**src/astx_regs.vh**
```
`ifndef ASTX_REGS_VH
`define ASTX_REGS_VH
// ------------------------------------------------------------
// register byte addresses
// ------------------------------------------------------------
`define ASTX_CONTROL_ONE    12'h000
`define ASTX_CONTROL_TWO    12'h004
`define ASTX_CONTROL_THREE  12'h008
`define ASTX_STATUS_ONE     12'h00c
`define ASTX_STATUS_TWO     12'h010
`define ASTX_DATA_BUFFER    12'h014
// ------------------------------------------------------------
// control_one fields
// ------------------------------------------------------------
`define ASTX_C1_LEN9        4
`define ASTX_C1_UNIT_ON     6
`define ASTX_C1_WAKE_ADDR   3
`define ASTX_C1_PAR_EN      1
`define ASTX_C1_PAR_ODD     0
// ------------------------------------------------------------
// control_two fields
// ------------------------------------------------------------
`define ASTX_C2_TXE_IE      7
`define ASTX_C2_IDLE_IE     4
`define ASTX_C2_TX_ON       3
`define ASTX_C2_RX_ON       2
`define ASTX_C2_STANDBY     1
`define ASTX_C2_BREAK       0
// ------------------------------------------------------------
// control_three fields
// ------------------------------------------------------------
`define ASTX_C3_NINTH_RX    7
`define ASTX_C3_NINTH_TX    6
`define ASTX_C3_FE_IE       1
`define ASTX_C3_PE_IE       0
// ------------------------------------------------------------
// status fields and reset values
// ------------------------------------------------------------
`define ASTX_S1_TXE         7
`define ASTX_S1_TX_DONE     6
`define ASTX_S1_RX_FULL     5
`define ASTX_S1_IDLE        4
`define ASTX_S1_FE          1
`define ASTX_S1_PE          0
`define ASTX_S2_BREAK       1
`define ASTX_S2_RX_BUSY     0
`define ASTX_C1_RST         8'h00
`define ASTX_C2_RST         8'h00
`define ASTX_C3_RST         8'h00
`define ASTX_C3_WR_RST      7'h00
// idle bits counted on rx before the line is called idle
`define ASTX_IDLE_BITS      4'd10
`endif

```
**src/astx_core.v**
```verilog
`timescale 1ns/1ps
`include "astx_regs.vh"
module astx_core (
  input  wire        pclk,          // bus clock
  input  wire        presetn,       // async reset, active low
  input  wire        psel,          // apb select
  input  wire        penable,       // apb access phase
  input  wire        pwrite,        // apb direction
  input  wire [11:0] paddr,         // apb byte address
  input  wire [31:0] pwdata,        // apb write data
  output reg  [31:0] prdata,        // apb read data
  output reg         pready,        // apb ready
  output reg         pslverr,       // apb error on unmapped address
  input  wire        baud_tick,     // one-cycle bit-rate enable
  input  wire        rx_pin_i,      // receive pin level
  output reg         tx_pin_o,      // transmit pin level
  output reg         tx_pin_oe,     // transmit pin driven
  output reg         rx_pin_oe_n,   // low while unit owns receive pin
  output reg         tx_irq,        // transmitter interrupt request
  output reg         rx_irq,        // receiver interrupt request
  output reg         err_irq        // error interrupt request
);
  // ------------------------------------------------------------
  // registers
  // ------------------------------------------------------------
  reg [7:0]  ctl1_q, ctl2_q;
  reg [6:0]  ctl3_q;          // writable part of control_three
  reg        rx_ninth_q;      // received ninth bit, read-only
  reg [7:0]  tx_buf_q, rx_buf_q;
  reg        tx_buf_ninth_q;
  reg        txe_q, tc_q, rxf_q, idle_q, fe_q, pe_q, brk_q;
  reg        fe_arm_q, pe_arm_q;
  reg [10:0] tx_sh_q;
  reg [3:0]  tx_cnt_q;
  reg        tx_busy_q, pre_pend_q, idle_pend_q, tx_end_one_q;
  reg [10:0] rx_sh_q;
  reg [3:0]  rx_cnt_q, rx_idle_q;
  reg        rx_busy_q, idle_armed_q;

  wire unit_on = ctl1_q[`ASTX_C1_UNIT_ON];
  wire len9    = ctl1_q[`ASTX_C1_LEN9];
  wire tx_on   = ctl2_q[`ASTX_C2_TX_ON];
  wire rx_on   = ctl2_q[`ASTX_C2_RX_ON];
  wire send_break_ctl     = ctl2_q[`ASTX_C2_BREAK];
  wire standby = ctl2_q[`ASTX_C2_STANDBY];

  wire acc     = psel & penable;
  wire wr      = acc & pwrite;
  wire rd      = acc & ~pwrite;
  wire wr_c1   = wr & (paddr == `ASTX_CONTROL_ONE);
  wire wr_c2   = wr & (paddr == `ASTX_CONTROL_TWO);
  wire wr_c3   = wr & (paddr == `ASTX_CONTROL_THREE);
  wire wr_dat  = wr & (paddr == `ASTX_DATA_BUFFER);
  wire rd_s1   = rd & (paddr == `ASTX_STATUS_ONE);
  wire rd_dat  = rd & (paddr == `ASTX_DATA_BUFFER);

  // frame bit count: start + data (8 or 9) + parity? + stop
  function [3:0] frame_bits;
    input l9;
    input par;
    begin
      frame_bits = 4'd10 + {3'b000, l9} + {3'b000, par};
    end
  endfunction

  function odd_par;
    input [8:0] d;
    input       l9;
    begin
      odd_par = ^(l9 ? d : {1'b0, d[7:0]});
    end
  endfunction

  // shift word with the start bit in bit 0; ones shift in from the top,
  // so a twelve-bit frame picks up its stop bit that way
  function [10:0] tx_word;
    input [7:0] dat;
    input       ninth;
    input       l9;
    input       par_en;
    input       par;
    begin
      case ({l9, par_en})
        2'b11:   tx_word = {par, ninth, dat, 1'b0};
        2'b10:   tx_word = {1'b1, ninth, dat, 1'b0};
        2'b01:   tx_word = {1'b1, par, dat, 1'b0};
        default: tx_word = {2'b11, dat, 1'b0};
      endcase
    end
  endfunction

  // data sits lower in the receive shifter when more bits follow it
  function [7:0] rx_byte;
    input [10:0] sh;
    input        l9;
    input        par_en;
    begin
      case ({l9, par_en})
        2'b11:   rx_byte = sh[8:1];
        2'b10:   rx_byte = sh[9:2];
        2'b01:   rx_byte = sh[9:2];
        default: rx_byte = sh[10:3];
      endcase
    end
  endfunction

  wire [3:0] nbits = frame_bits(len9, ctl1_q[`ASTX_C1_PAR_EN]);
  wire       pbit  = odd_par({tx_buf_ninth_q, tx_buf_q}, len9) ^ ctl1_q[`ASTX_C1_PAR_ODD];

  // ------------------------------------------------------------
  // apb slave, zero wait states
  // ------------------------------------------------------------
  reg [31:0] rdata_d;
  reg        err_d;
  always @* begin
    rdata_d = 32'h0000_0000;
    err_d   = 1'b0;
    case (paddr)
      `ASTX_CONTROL_ONE:   rdata_d[7:0] = ctl1_q;
      `ASTX_CONTROL_TWO:   rdata_d[7:0] = ctl2_q;
      `ASTX_CONTROL_THREE: rdata_d[7:0] = {rx_ninth_q, ctl3_q};
      `ASTX_STATUS_ONE:    rdata_d[7:0] = {txe_q, tc_q, rxf_q, idle_q, 2'b00, fe_q, pe_q};
      `ASTX_STATUS_TWO:    rdata_d[7:0] = {6'h00, brk_q, rx_busy_q};
      `ASTX_DATA_BUFFER:   rdata_d[7:0] = rx_buf_q;
      default:             err_d = 1'b1;
    endcase
  end

  always @(posedge pclk or negedge presetn) begin
    if (!presetn) begin
      prdata  <= 32'h0000_0000;
      pready  <= 1'b0;
      pslverr <= 1'b0;
    end else begin
      // registered ready: every access ends in its first access cycle
      pready  <= psel & ~penable;
      prdata  <= (psel & ~penable & ~pwrite) ? rdata_d : prdata;
      pslverr <= psel & ~penable & err_d;
    end
  end
  // writes and reads take effect only on the completing access edge
  wire done = acc & pready;

  // ------------------------------------------------------------
  // control registers
  // ------------------------------------------------------------
  wire wake_evt;
  always @(posedge pclk or negedge presetn) begin
    if (!presetn) begin
      ctl1_q <= `ASTX_C1_RST;
      ctl2_q <= `ASTX_C2_RST;
      ctl3_q <= `ASTX_C3_WR_RST;
    end else begin
      if (done & wr_c1)
        ctl1_q <= pwdata[7:0];
      if (done & wr_c3)
        ctl3_q <= pwdata[6:0];
      if (done & wr_c2) begin
        ctl2_q[7:4] <= pwdata[7:4];
        ctl2_q[1:0] <= pwdata[1:0];
        if (unit_on)
          ctl2_q[3:2] <= pwdata[3:2];
      end
      if (wake_evt & ~(done & wr_c2))
        ctl2_q[`ASTX_C2_STANDBY] <= 1'b0;
    end
  end

  // ------------------------------------------------------------
  // transmitter
  // ------------------------------------------------------------
  wire tx_tick = baud_tick & unit_on;
  // the last tick of a character may load the next one, so breaks and
  // queued characters follow with no idle bit between them
  wire tx_last = tx_busy_q & tx_tick & (tx_cnt_q == 4'd1);
  // tx_on rising by a control_two write while the unit is on, busy or not
  wire re_on   = done & wr_c2 & unit_on & pwdata[`ASTX_C2_TX_ON] & ~tx_on;

  always @(posedge pclk or negedge presetn) begin
    if (!presetn) begin
      tx_buf_q       <= 8'h00;
      tx_buf_ninth_q <= 1'b0;
      txe_q          <= 1'b1;
      tc_q           <= 1'b1;
      tx_sh_q        <= 11'h7ff;
      tx_cnt_q       <= 4'd0;
      tx_busy_q      <= 1'b0;
      pre_pend_q     <= 1'b0;
      idle_pend_q    <= 1'b0;
      tx_end_one_q   <= 1'b0;
    end else begin
      if (re_on) begin
        if (tx_busy_q)
          idle_pend_q <= 1'b1;
        else
          pre_pend_q <= 1'b1;
      end
      if (done & wr_dat) begin
        tx_buf_q       <= pwdata[7:0];
        tx_buf_ninth_q <= ctl3_q[`ASTX_C3_NINTH_TX];
        txe_q          <= 1'b0;
        tc_q           <= 1'b0;
      end
      if (tx_busy_q & tx_tick) begin
        tx_sh_q  <= {1'b1, tx_sh_q[10:1]};
        tx_cnt_q <= tx_cnt_q - 4'd1;
        if (tx_cnt_q == 4'd1)
          tx_busy_q <= 1'b0;
      end else if (~tx_busy_q | tx_last) begin
        // load decisions happen on an idle shifter or on the last tick of a character
      end
      if ((~tx_busy_q | tx_last) & tx_tick) begin
        if (send_break_ctl & tx_on) begin
          tx_sh_q      <= 11'h000;
          tx_cnt_q     <= nbits;
          tx_busy_q    <= 1'b1;
          tx_end_one_q <= 1'b1;
          pre_pend_q   <= 1'b0;
        end else if (tx_end_one_q) begin
          tx_sh_q      <= 11'h7ff;
          tx_cnt_q     <= 4'd1;
          tx_busy_q    <= 1'b1;
          tx_end_one_q <= 1'b0;
        end else if ((pre_pend_q | idle_pend_q) & tx_on) begin
          tx_sh_q     <= 11'h7ff;
          tx_cnt_q    <= nbits;
          tx_busy_q   <= 1'b1;
          pre_pend_q  <= 1'b0;
          idle_pend_q <= 1'b0;
        end else if (~txe_q & tx_on) begin
          tx_sh_q   <= tx_word(tx_buf_q, tx_buf_ninth_q, len9,
                               ctl1_q[`ASTX_C1_PAR_EN], pbit);
          tx_cnt_q  <= nbits;
          tx_busy_q <= 1'b1;
          txe_q     <= 1'b1;
        end else if (~tx_on | txe_q) begin
          tc_q <= 1'b1;
        end
      end
    end
  end

  // ------------------------------------------------------------
  // receiver
  // ------------------------------------------------------------
  // one sample per tick, no oversampling: the rate generator places it
  wire rx_tick = baud_tick & unit_on & rx_on;
  wire [3:0] rx_len = nbits;
  wire rx_stop = rx_sh_q[10];
  always @(posedge pclk or negedge presetn) begin
    if (!presetn) begin
      rx_sh_q      <= 11'h000;
      rx_cnt_q     <= 4'd0;
      rx_busy_q    <= 1'b0;
      rx_buf_q     <= 8'h00;
      rxf_q        <= 1'b0;
      idle_q       <= 1'b0;
      fe_q         <= 1'b0;
      pe_q         <= 1'b0;
      brk_q        <= 1'b0;
      fe_arm_q     <= 1'b0;
      pe_arm_q     <= 1'b0;
      rx_idle_q    <= 4'd0;
      idle_armed_q <= 1'b0;
      rx_ninth_q   <= 1'b0;
    end else begin
      // two-step clear: arm on status read, clear on buffer read; set wins
      if (done & rd_s1) begin
        fe_arm_q <= fe_q;
        pe_arm_q <= pe_q;
      end
      if (done & rd_dat) begin
        rxf_q <= 1'b0;
        if (fe_arm_q) fe_q <= 1'b0;
        if (pe_arm_q) pe_q <= 1'b0;
        fe_arm_q <= 1'b0;
        pe_arm_q <= 1'b0;
        brk_q    <= 1'b0;
        idle_q   <= 1'b0;
      end
      if (rx_tick) begin
        if (!rx_busy_q) begin
          if (!rx_pin_i) begin
            rx_busy_q <= 1'b1;
            rx_cnt_q  <= rx_len - 4'd1;
            rx_sh_q   <= 11'h000;
          end else if (rx_idle_q != `ASTX_IDLE_BITS) begin
            rx_idle_q <= rx_idle_q + 4'd1;
          end else if (idle_armed_q) begin
            idle_q       <= 1'b1;
            idle_armed_q <= 1'b0;
          end
        end else begin
          rx_sh_q  <= {rx_pin_i, rx_sh_q[10:1]};
          rx_cnt_q <= rx_cnt_q - 4'd1;
          if (rx_cnt_q == 4'd1) begin
            rx_busy_q    <= 1'b0;
            rx_idle_q    <= 4'd0;
            idle_armed_q <= 1'b1;
            rxf_q        <= 1'b1;
            if (!rx_pin_i) begin
              fe_q <= 1'b1;
              if (rx_sh_q[10:3] == 8'h00 && (!len9 || !rx_sh_q[2])) begin
                brk_q     <= 1'b1;
                rx_buf_q  <= 8'h00;
                rx_ninth_q <= 1'b0;
              end
            end else begin
              rx_buf_q   <= rx_byte(rx_sh_q, len9, ctl1_q[`ASTX_C1_PAR_EN]);
              rx_ninth_q <= len9 & (ctl1_q[`ASTX_C1_PAR_EN] ? rx_sh_q[9] : rx_sh_q[10]);
              if (ctl1_q[`ASTX_C1_PAR_EN] &
                  ((len9 ? ^rx_sh_q[10:1] : ^rx_sh_q[10:2]) ^ ctl1_q[`ASTX_C1_PAR_ODD]))
                pe_q <= 1'b1;
            end
          end
        end
      end
    end
  end
  wire unused_stop = rx_stop;
  // address mark: bit before the stop bit set in a completed frame (the parity bit when parity is on)
  assign wake_evt = standby & rx_tick & (ctl1_q[`ASTX_C1_WAKE_ADDR]
                    ? (rx_busy_q & (rx_cnt_q == 4'd1) & rx_sh_q[10] & unused_stop)
                    : (~rx_busy_q & rx_pin_i & (rx_idle_q == `ASTX_IDLE_BITS)));

  // ------------------------------------------------------------
  // pins and requests
  // ------------------------------------------------------------
  always @(posedge pclk or negedge presetn) begin
    if (!presetn) begin
      tx_pin_o    <= 1'b1;
      tx_pin_oe   <= 1'b0;
      rx_pin_oe_n <= 1'b1;
      tx_irq      <= 1'b0;
      rx_irq      <= 1'b0;
      err_irq     <= 1'b0;
    end else begin
      tx_pin_o    <= tx_busy_q ? tx_sh_q[0] : 1'b1;
      tx_pin_oe   <= unit_on;
      rx_pin_oe_n <= ~unit_on;
      tx_irq      <= txe_q & ctl2_q[`ASTX_C2_TXE_IE];
      rx_irq      <= ~standby & ((rxf_q & 1'b1) |
                     (idle_q & ctl2_q[`ASTX_C2_IDLE_IE]));
      err_irq     <= (fe_q & ctl3_q[`ASTX_C3_FE_IE]) |
                     (pe_q & ctl3_q[`ASTX_C3_PE_IE]);
    end
  end
endmodule

```
**config.mk**
```make
export PLATFORM = sky130hd
export DESIGN_NAME = astx_core
export DESIGN_NICKNAME = d
export VERILOG_FILES = /design/src/astx_core.v
export VERILOG_INCLUDE_DIRS = /design/src
export SDC_FILE = /design/constraint.sdc
export NUM_CORES = 1
export LEC_CHECK = 0
export BUFFER_PORTS_ARGS = -buffer_cell sky130_fd_sc_hd__buf_4
export CAP_MARGIN = 20
export CORE_MARGIN = 2
export CORE_UTILIZATION = 23
export CTS_CLUSTER_SIZE = 25
export DETAILED_ROUTE_END_ITERATION = 10
export PLACE_DENSITY = 0.4
export SETUP_SLACK_MARGIN = 0.05
export SLEW_MARGIN = 0
export SYNTH_ARGS = -nofsm -noshare
export SYNTH_HDL_FRONTEND = slang
export SYNTH_SLANG_ARGS = --single-unit
```
**constraint.sdc**
```tcl
create_clock -name pclk -period 2.4 [get_ports pclk]
set_clock_uncertainty 0.15 [all_clocks]
set_input_delay 0.6 -clock pclk [delete_from_list [all_inputs] [get_ports pclk]]
set_output_delay 0.6 -clock pclk [all_outputs]
set_load 0.03 [all_outputs]
```
# Word-level counts from Yosys, hierarchy flattened
# Cells that the tools add are included.
dict set report totals {
  register_bits 106
  input_bits 51
  output_inout_bits 40
  wordCells 249
}
dict set report op_classes {
  addsub 6
  n_eq_ne 15
  n_mux 108
  bitwise 61
  reduce_logical 21
}
# op n
set op_table {}
lappend op_table {{$mux 11} 8}
lappend op_table {{$mux 1} 81}
lappend op_table {{$mux 4} 12}
lappend op_table {{$pmux 8 s6} 1}
lappend op_table {{$and 1x1->1} 45}
lappend op_table {{$pmux 11 s3} 1}
lappend op_table {{$eq 12x4->1 const B} 2}
lappend op_table {{$eq 12x5->1 const B} 2}
lappend op_table {{$reduce_xor 9->1} 2}
lappend op_table {{$mux 8} 2}
lappend op_table {{$pmux 8 s2} 1}
lappend op_table {{$eq 12x3->1 const B} 1}
lappend op_table {{$logic_not 12->1} 1}
lappend op_table {{$reduce_and 4->1} 3}
lappend op_table {{$sub 4x1->4 const B} 3}
lappend op_table {{$reduce_bool 2->1} 5}
lappend op_table {{$reduce_xor 10->1} 1}
lappend op_table {{$mux 9} 1}
lappend op_table {{$not 1->1} 9}
lappend op_table {{$eq 4x1->1 const B} 2}
lappend op_table {{$logic_not 8->1} 1}
lappend op_table {{$reduce_or 6->1} 1}
lappend op_table {{$or 1x1->1} 5}
lappend op_table {{$add 4x1->4} 1}
lappend op_table {{15 further kinds} 20}

# Logic depth before layout (Yosys ltp)
# Gate-level depths: netlist of run 1.
dict set report depth {
  word_depth 12
  mapped_depth 8
}

# Least setup slack after synthesis of run 1
# Ideal clock, no wire load.
dict set report synth_path {
  path_type {input to register}
  start {input paddr[10]}
  end {register tx_buf_q[0]}
  setup_time_ns 0.125
  t_arrival_ns 2.048
  required_time_ns 2.125
  path_slack_ns 0.078
  stages 6
  n_path_buf 1
  cell_sequence {nor4_4 -> nand4_2 -> or2_2 -> nor2_1 -> buf_4 -> mux2_2}
}
dict set report synth_via {
  elab_chain_len 3
}
# element line
set synth_rtl {}
lappend synth_rtl {{from (decl)} astx_core.v:9} ;# input wire [11:0] paddr,
lappend synth_rtl {{$eq 12x5->1} n/a}
lappend synth_rtl {{$and 1x1->1} astx_core.v:53} ;# wire wr_dat = wr & (paddr == `ASTX_DATA_BUFFER);
lappend synth_rtl {{$and 1x1->1} astx_core.v:198} ;# if (done & wr_dat) begin
lappend synth_rtl {{to (signal assigned)} astx_core.v:199} ;# tx_buf_q <= pwdata[7:0];
lappend synth_rtl {{to (decl)} astx_core.v:29} ;# reg [7:0] tx_buf_q, rx_buf_q;
# No other way between the ends.
# A chain may end at the register's enable or synchronous reset.

# Worst setup path after layout of run 1
dict set report layout_path {
  start {input paddr[10]}
  end {register tx_buf_q[3]}
}
# The elaborated chain is that of the path after synthesis.

==> results of run 1 <==
-- cell usage in the layout (no fill, tap or decap), types with 11 or more instances in the layout --
cell type,synthesis,routed
o22ai_1,11,11
xnor2_1,13,13
dfstp_2,15,15
conb_1,1,24
a21oi_1,19,19
dfrtp_1,90,90
nor2_1,27,27
a22oi_1,21,21
ha_1,15,15
buf_4,25,83
inv_1,24,24
o21ai_0,43,43
nand2_1,64,64
a22o_1,11,11
mux2_2,37,37
-- routing by layer --
metal	up-vias	GRT usage, %	part of all wire, %
met5	-	0	0
met4	0	3.125	1.1
met3	12	3.030	3.4
met2	75	19.55	47
met1	2164	16.87	48
li1	2083	-	-
-- area by class of cell --
cell class / instances / share of cell area [%]
clock buffer: 10 / 3.352
clock inverter: 6 / 0.8243
inverter: 24 / 1.319
multi-input combinational: 397 / 40.26
sequential: 105 / 38.74
tap: 324 / 5.935
timing repair buffer: 85 / 9.562
-- state kept, by name, summed over array words and instances (netlist names), 4 cells and up --
signal     count
ctl3_q         7
tx_sh_q       11
ctl1_q         8
ctl2_q         8
rx_buf_q       8
tx_cnt_q       4
rx_idle_q      4
rx_cnt_q       4
tx_buf_q       8
rx_sh_q       10
prdata         8
-- where the power goes --
part           total, uW  internal [uW]  switching (uW)
clock               1450            729             723
combinational        221           63.5             158
sequential          1780           1780            3.73
-- per-stage QoR --
stage          worst slack, ps  instance area (um^2)  setup TNS (ps)
2_1_floorplan            77.51                  5777               0
3_3_place_gp            -204.0                  6534           -3011
3_5_place_dp            -225.2                  6534           -3272
4_1_cts                  150.9                  6829               0
5_1_grt                  90.98                  6830               0
6_report                 166.1                  6830               0
-- worst max-delay path by stage --
| stage | start | to | slack [ps] | cells past startpoint |
|---|---|---|---|---|
| finish | paddr[10] | tx_buf_q[3]$_DFFE_PN0P_ | 170 | 7 |
| global route | paddr[10] | tx_buf_q[5]$_DFFE_PN0P_ | 90 | 7 |
| CTS | tx_buf_q[0]$_DFFE_PN0P_ | tx_sh_q[9]$_DFF_PN1_ | 150 | 6 |
| detailed placement | paddr[10] | tx_buf_q[3]$_DFFE_PN0P_ | -230 | 7 |
| global placement | paddr[10] | tx_buf_ninth_q$_DFFE_PN0P_ | -200 | 7 |
| floorplan | paddr[10] | tx_buf_q[0]$_DFFE_PN0P_ | 80 | 6 |
-- worst max-delay path, delay by kind of cell --
family / cells / cell delay [ps]
and+or+nand+nor: 4 / 1050
muxes: 1 / 350
buffers and inverters: 2 / 330
-- what timing repair did --
action / in CTS / in global routing
endpoints found under the hold margin: 12 / 0
gates resized for setup: 0 / 1
hold buffers: 1 / 0
setup endpoints to repair: 0 / 1
-- logic make-up (layout without fill, tap and decap cells) --
| family | Yosys count | in the layout | share of synthesized area [%] |
|---|---|---|---|
| compound gates | 145 | 145 | 16.97 |
| xor+xnor | 22 | 22 | 4.375 |
| fa+ha+maj | 15 | 15 | 3.298 |
| buf+inv | 76 | 125 | 6.706 |
| flops | 105 | 105 | 46.50 |
| mux | 44 | 44 | 8.773 |
| other cells | 1 | 24 | 0.06590 |
| simple gates | 147 | 147 | 13.30 |
==> impl_metrics.tcl, run 1 <==
set metrics [dict create \
    holdCritStartpoint "penable" \
    io-pin-count 91 \
    r2r-start "tx_buf_q[0]$_DFFE_PN0P_" \
    p_leak_uw 0.003041 \
    critPathCaptureType "flop" \
    yosys-top-cells-count "dfrtp_1, nand2_1, o21ai_0, mux2_2, nor2_1" \
    ant_nets 0 \
    regToRegSetupSlack_ps 230 \
    cp_slowest_stage_delay_ps 380 \
    cts.path.max_buffers 2 \
    r2r_end "tx_sh_q[9]$_DFF_PN1_" \
    grt_usage_pct 12.32 \
    post_cts_buffers 0 \
    dr.pass1.iters 4 \
    final_cells 951 \
    rr_worst_depth 6 \
    ys_async_sr_fraction_pct 100.0 \
    initial_utilization_pct 23.40 \
    die_area_um2 26020 \
    grt_pass1_wl_um 24840 \
    maxCapViolations 0 \
    cp_cell_sequence "buf_4 > nor4_4 > nand4_2 > or2_2 > nor2_1 > buf_4 > mux2_2" \
    slew_violations 0 \
    start_kind "primary input" \
    drt_iter0_drc 220 \
    drive_gt1_share_pct 26.48 \
    hpwl_um 11550 \
    numCtsBuffers 9 \
    cts_tree "done" \
    timing.fmax_mhz 447.6 \
    core_um2 24320 \
    clkSinkCount 105 \
    clk-insertion-delay-late_ps 360 \
    critPathSlowestCell "or2_2" \
    synth-warning-count 0 \
    hold-path-cell-count 2 \
    path_max_fanout 10 \
    final_util_pct 28.09 \
    grt_max_degree 94 \
    grt_overflow 0 \
    hold_slack_ps 303.4 \
    synth_seq_cells 105 \
    synth.distinct_cells 68 \
    die_w_um 161.3 \
    grt_pass1_vias 4395 \
    wl_um 15360 \
    total_power_uw 3453 \
    setup_viol 0 \
    core.rowCount 57 \
    yosysTopAreaCell "dfrtp_1" \
    cp.arrival_ps 2330 \
    wl_per_cell_um 16.15 \
    nFillCells 2570 \
    crit_type "primary input to flop" \
    vias 4334 \
    crit_top_cell "buf_4" \
    cp.required_ps 2500 \
    ys_seq_area_share_pct 46.50 \
    max-vdd-ir-drop_mv 0.3541 \
    powerDensity_nw_per_um2 505.5 \
    cts-root-buf "clkbuf_16" \
    worstMarginPinSlew_ps 648.5 \
    area_growth_pct 20.03 \
    seq_area_um2 2646 \
    antenna_found_initial 0 \
    dpl.cell_count 934 \
    gp_congestion 0.7633 \
    fin_nets 688 \
    holdPathEnd "pready$_DFF_PN0_" \
    dieHeight_um 161.3 \
    synthesis.area_um2 5690 \
    yosysMostFrequentCell "dfrtp_1" \
    num_antenna_cells 0 \
    slew_headroom_pct 56.31 \
    drc 0 \
    hold_path_class "primary input to flop" \
    synth_area_leaders "dfrtp_1, mux2_2, dfstp_2, nand2_1, o21ai_0" \
    timing.final.crit_share_pct 93.08 \
    cts-htree-levels 3 \
    synth_top_area_share_pct 39.58 \
    multi_input_area_um2 2750 \
    ys.flop_type "dfrtp_1" \
    clk_pin_slew_ps 80 \
    io_buffers 42 \
    status "finished, final reports clean" \
    synth_edf_count 0 \
    final.min_clock_period_ps 2234 \
    synth.avg_cell_area_um2 10.25 \
    routed_via_density 4.557 \
    rsz0062_at_grt "no" \
    hold_violations 0 \
    synthCells 555 \
]
Power figures use the tool's default switching activity.
==> run 2: changes to the inputs <==
Clock period 2.4 ns to 2.5 ns, I/O delays scaled along.
==> run 2 against run 1 <==
  * Power fell by 3.9%
  * Count of clock-buffer cells in the layout did not move
  * Combinational power fell by 2%
  * Worst hold slack got worse by 200 ps
  * Critical path depth fell by 1
  * Die area did not move
  * Via count fell by 0.60%
  * Final cell count fell by 0.95%
  * Cell area fell by 1.1%
  * Global-route usage barely moved
  * Critical path type is now flop to flop
  * Clock power fell by 4%
==> impl_metrics.tcl, run 2 (synthesis gave the netlist of run 1 again) <==
set metrics [dict create \
    clk_pin_slew_ps 80 \
    max-vdd-ir-drop_mv 0.3160 \
    worstMarginPinSlew_ps 674.5 \
    slew_violations 0 \
    start_kind "flop" \
    hold_slack_ps 104.2 \
    grt_pass1_vias 4441 \
    largest_reg_flops 11 \
    crit_path_start "tx_cnt_q[1]$_DFF_PN0_" \
    wl_per_cell_um 16.45 \
    powerDensity_nw_per_um2 491.3 \
    num_antenna_cells 0 \
    die_area_um2 26020 \
    wl_um 15500 \
    largest-register "tx_sh_q" \
    io_buffers 42 \
    vias 4308 \
    area_growth_pct 18.69 \
    clkSinkCount 105 \
    gp_congestion 0.7787 \
    io-pin-count 91 \
    clk-insertion-delay-late_ps 360 \
    cts.path.max_buffers 2 \
    initial_utilization_pct 23.40 \
    cts-htree-levels 3 \
    fin_nets 679 \
    status "finished, final reports clean" \
    post_cts_buffers 0 \
    r2r-start "tx_cnt_q[1]$_DFF_PN0_" \
    dr.pass1.iters 4 \
    maxCapViolations 0 \
    layout_common_cells "dfrtp_1, buf_4, nand2_1" \
    ctsResizeCount 0 \
    critPathCaptureType "flop" \
    drc 0 \
    antenna_found_initial 0 \
    total_power_uw 3318 \
    dieHeight_um 161.3 \
    setup_viol 0 \
    numCtsBuffers 9 \
    slew_headroom_pct 54.73 \
    final.min_clock_period_ps 2301 \
    reg.largest.list "tx_sh_q (11), rx_sh_q (10)" \
    grt_usage_pct 12.32 \
    rsz0062_at_grt "no" \
    grt_pass1_wl_um 24960 \
    hold_violations 0 \
    core_um2 24320 \
    cp.arrival_ps 2400 \
    cts-root-buf "clkbuf_16" \
    routed_via_density 4.573 \
    hold_path_class "primary input to asynchronous set/reset pin" \
    final_common_cell "dfrtp_1" \
    hpwl_um 11640 \
    grt_overflow 0 \
    drt_iter0_drc 295 \
    ant_nets 0 \
    grt_max_degree 33 \
    cts_tree "done" \
    cts_hold_buf 0 \
    path_max_fanout 8 \
    die_w_um 161.3 \
    drive_gt1_share_pct 25.57 \
    nFillCells 2543 \
    cp.required_ps 2600 \
    core.rowCount 57 \
    crit_type "flop to flop" \
    timing.final.crit_share_pct 92.02 \
    p_leak_uw 0.002997 \
    timing.fmax_mhz 434.7 \
]
## run 2: changes by cell type in the layout (fill, tap and decap cells not counted)
cell,change
a2111oi_0,+1
a2111oi_1,-1
buf_4,-8
clkinv_2,+2
clkinv_4,-1
clkinv_8,+1
dlygate4sd3_1,-1
inv_8,-2
## run 2: worst paths after layout
| path | end | slack, ps | depth (start not counted) |
|---|---|---|---|
| max in group asynchronous | txe_q$_DFF_PN1_ | 1420 | 2 |
| hold reg to reg | prdata[0]$_DFFE_PN0P_ | 340 | 2 |
| min in group pclk | pready$_DFF_PN0_ | 310 | 2 |
| setup / recovery | tx_sh_q[10]$_DFF_PN1_ | 200 | 6 |
| setup reg to reg | tx_sh_q[10]$_DFF_PN1_ | 200 | 6 |
| hold / removal | rx_sh_q[3]$_DFFE_PN0P_ | 100 | 1 |
## run 2: metal layers
layer / up-vias / wire (um) / GRT usage [%]
li1: 2059 / - / -
met4: 0 / 136 / 2.394
met5: - / 0 / 0
met2: 78 / 7223 / 19.64
met1: 2162 / 7491 / 17.11
met3: 9 / 648 / 2.979
## run 2: where the power goes
| part | switching [uW] | total [uW] | internal [uW] |
|---|---|---|---|
| logic | 153 | 216 | 63.1 |
| registers | 3.88 | 1710 | 1700 |
| clock network | 703 | 1390 | 690 |
## run 2: critical path, cell delays in order, from the launching register on
cell and delay, ps:
dfrtp_1 400, inv_1 80, ha_1 130, or3b_2 470
a21oi_2 370, nand2_1 200, o41ai_1 390
## run 2: stage by stage
stage / setup slack [ps] / utilization (%) / setup TNS [ps] / cell area, um^2 / instances
global placement: -130.8 / 26.62 / -1648 / 6474 / 926
detailed placement: -140.9 / 26.62 / -1891 / 6474 / 926
floorplan: 152.5 / - / 0 / 5777 / 578
CTS: 198.3 / 27.77 / 0 / 6754 / 942
finish: 199.5 / 27.77 / 0 / 6754 / 942
global route: 72.84 / 27.77 / 0 / 6754 / 942
## run 2: layout make-up
cell class	instances	area (um^2)	share of cell area (%)
inverters	24	90.09	1.334
repair buffers	76	583.1	8.633
clock buffers	10	229.0	3.390
flip-flops and latches	105	2646	39.18
well taps	324	405.4	6.002
multi-input cells	397	2749	40.70
clock inverters	6	51.30	0.7595
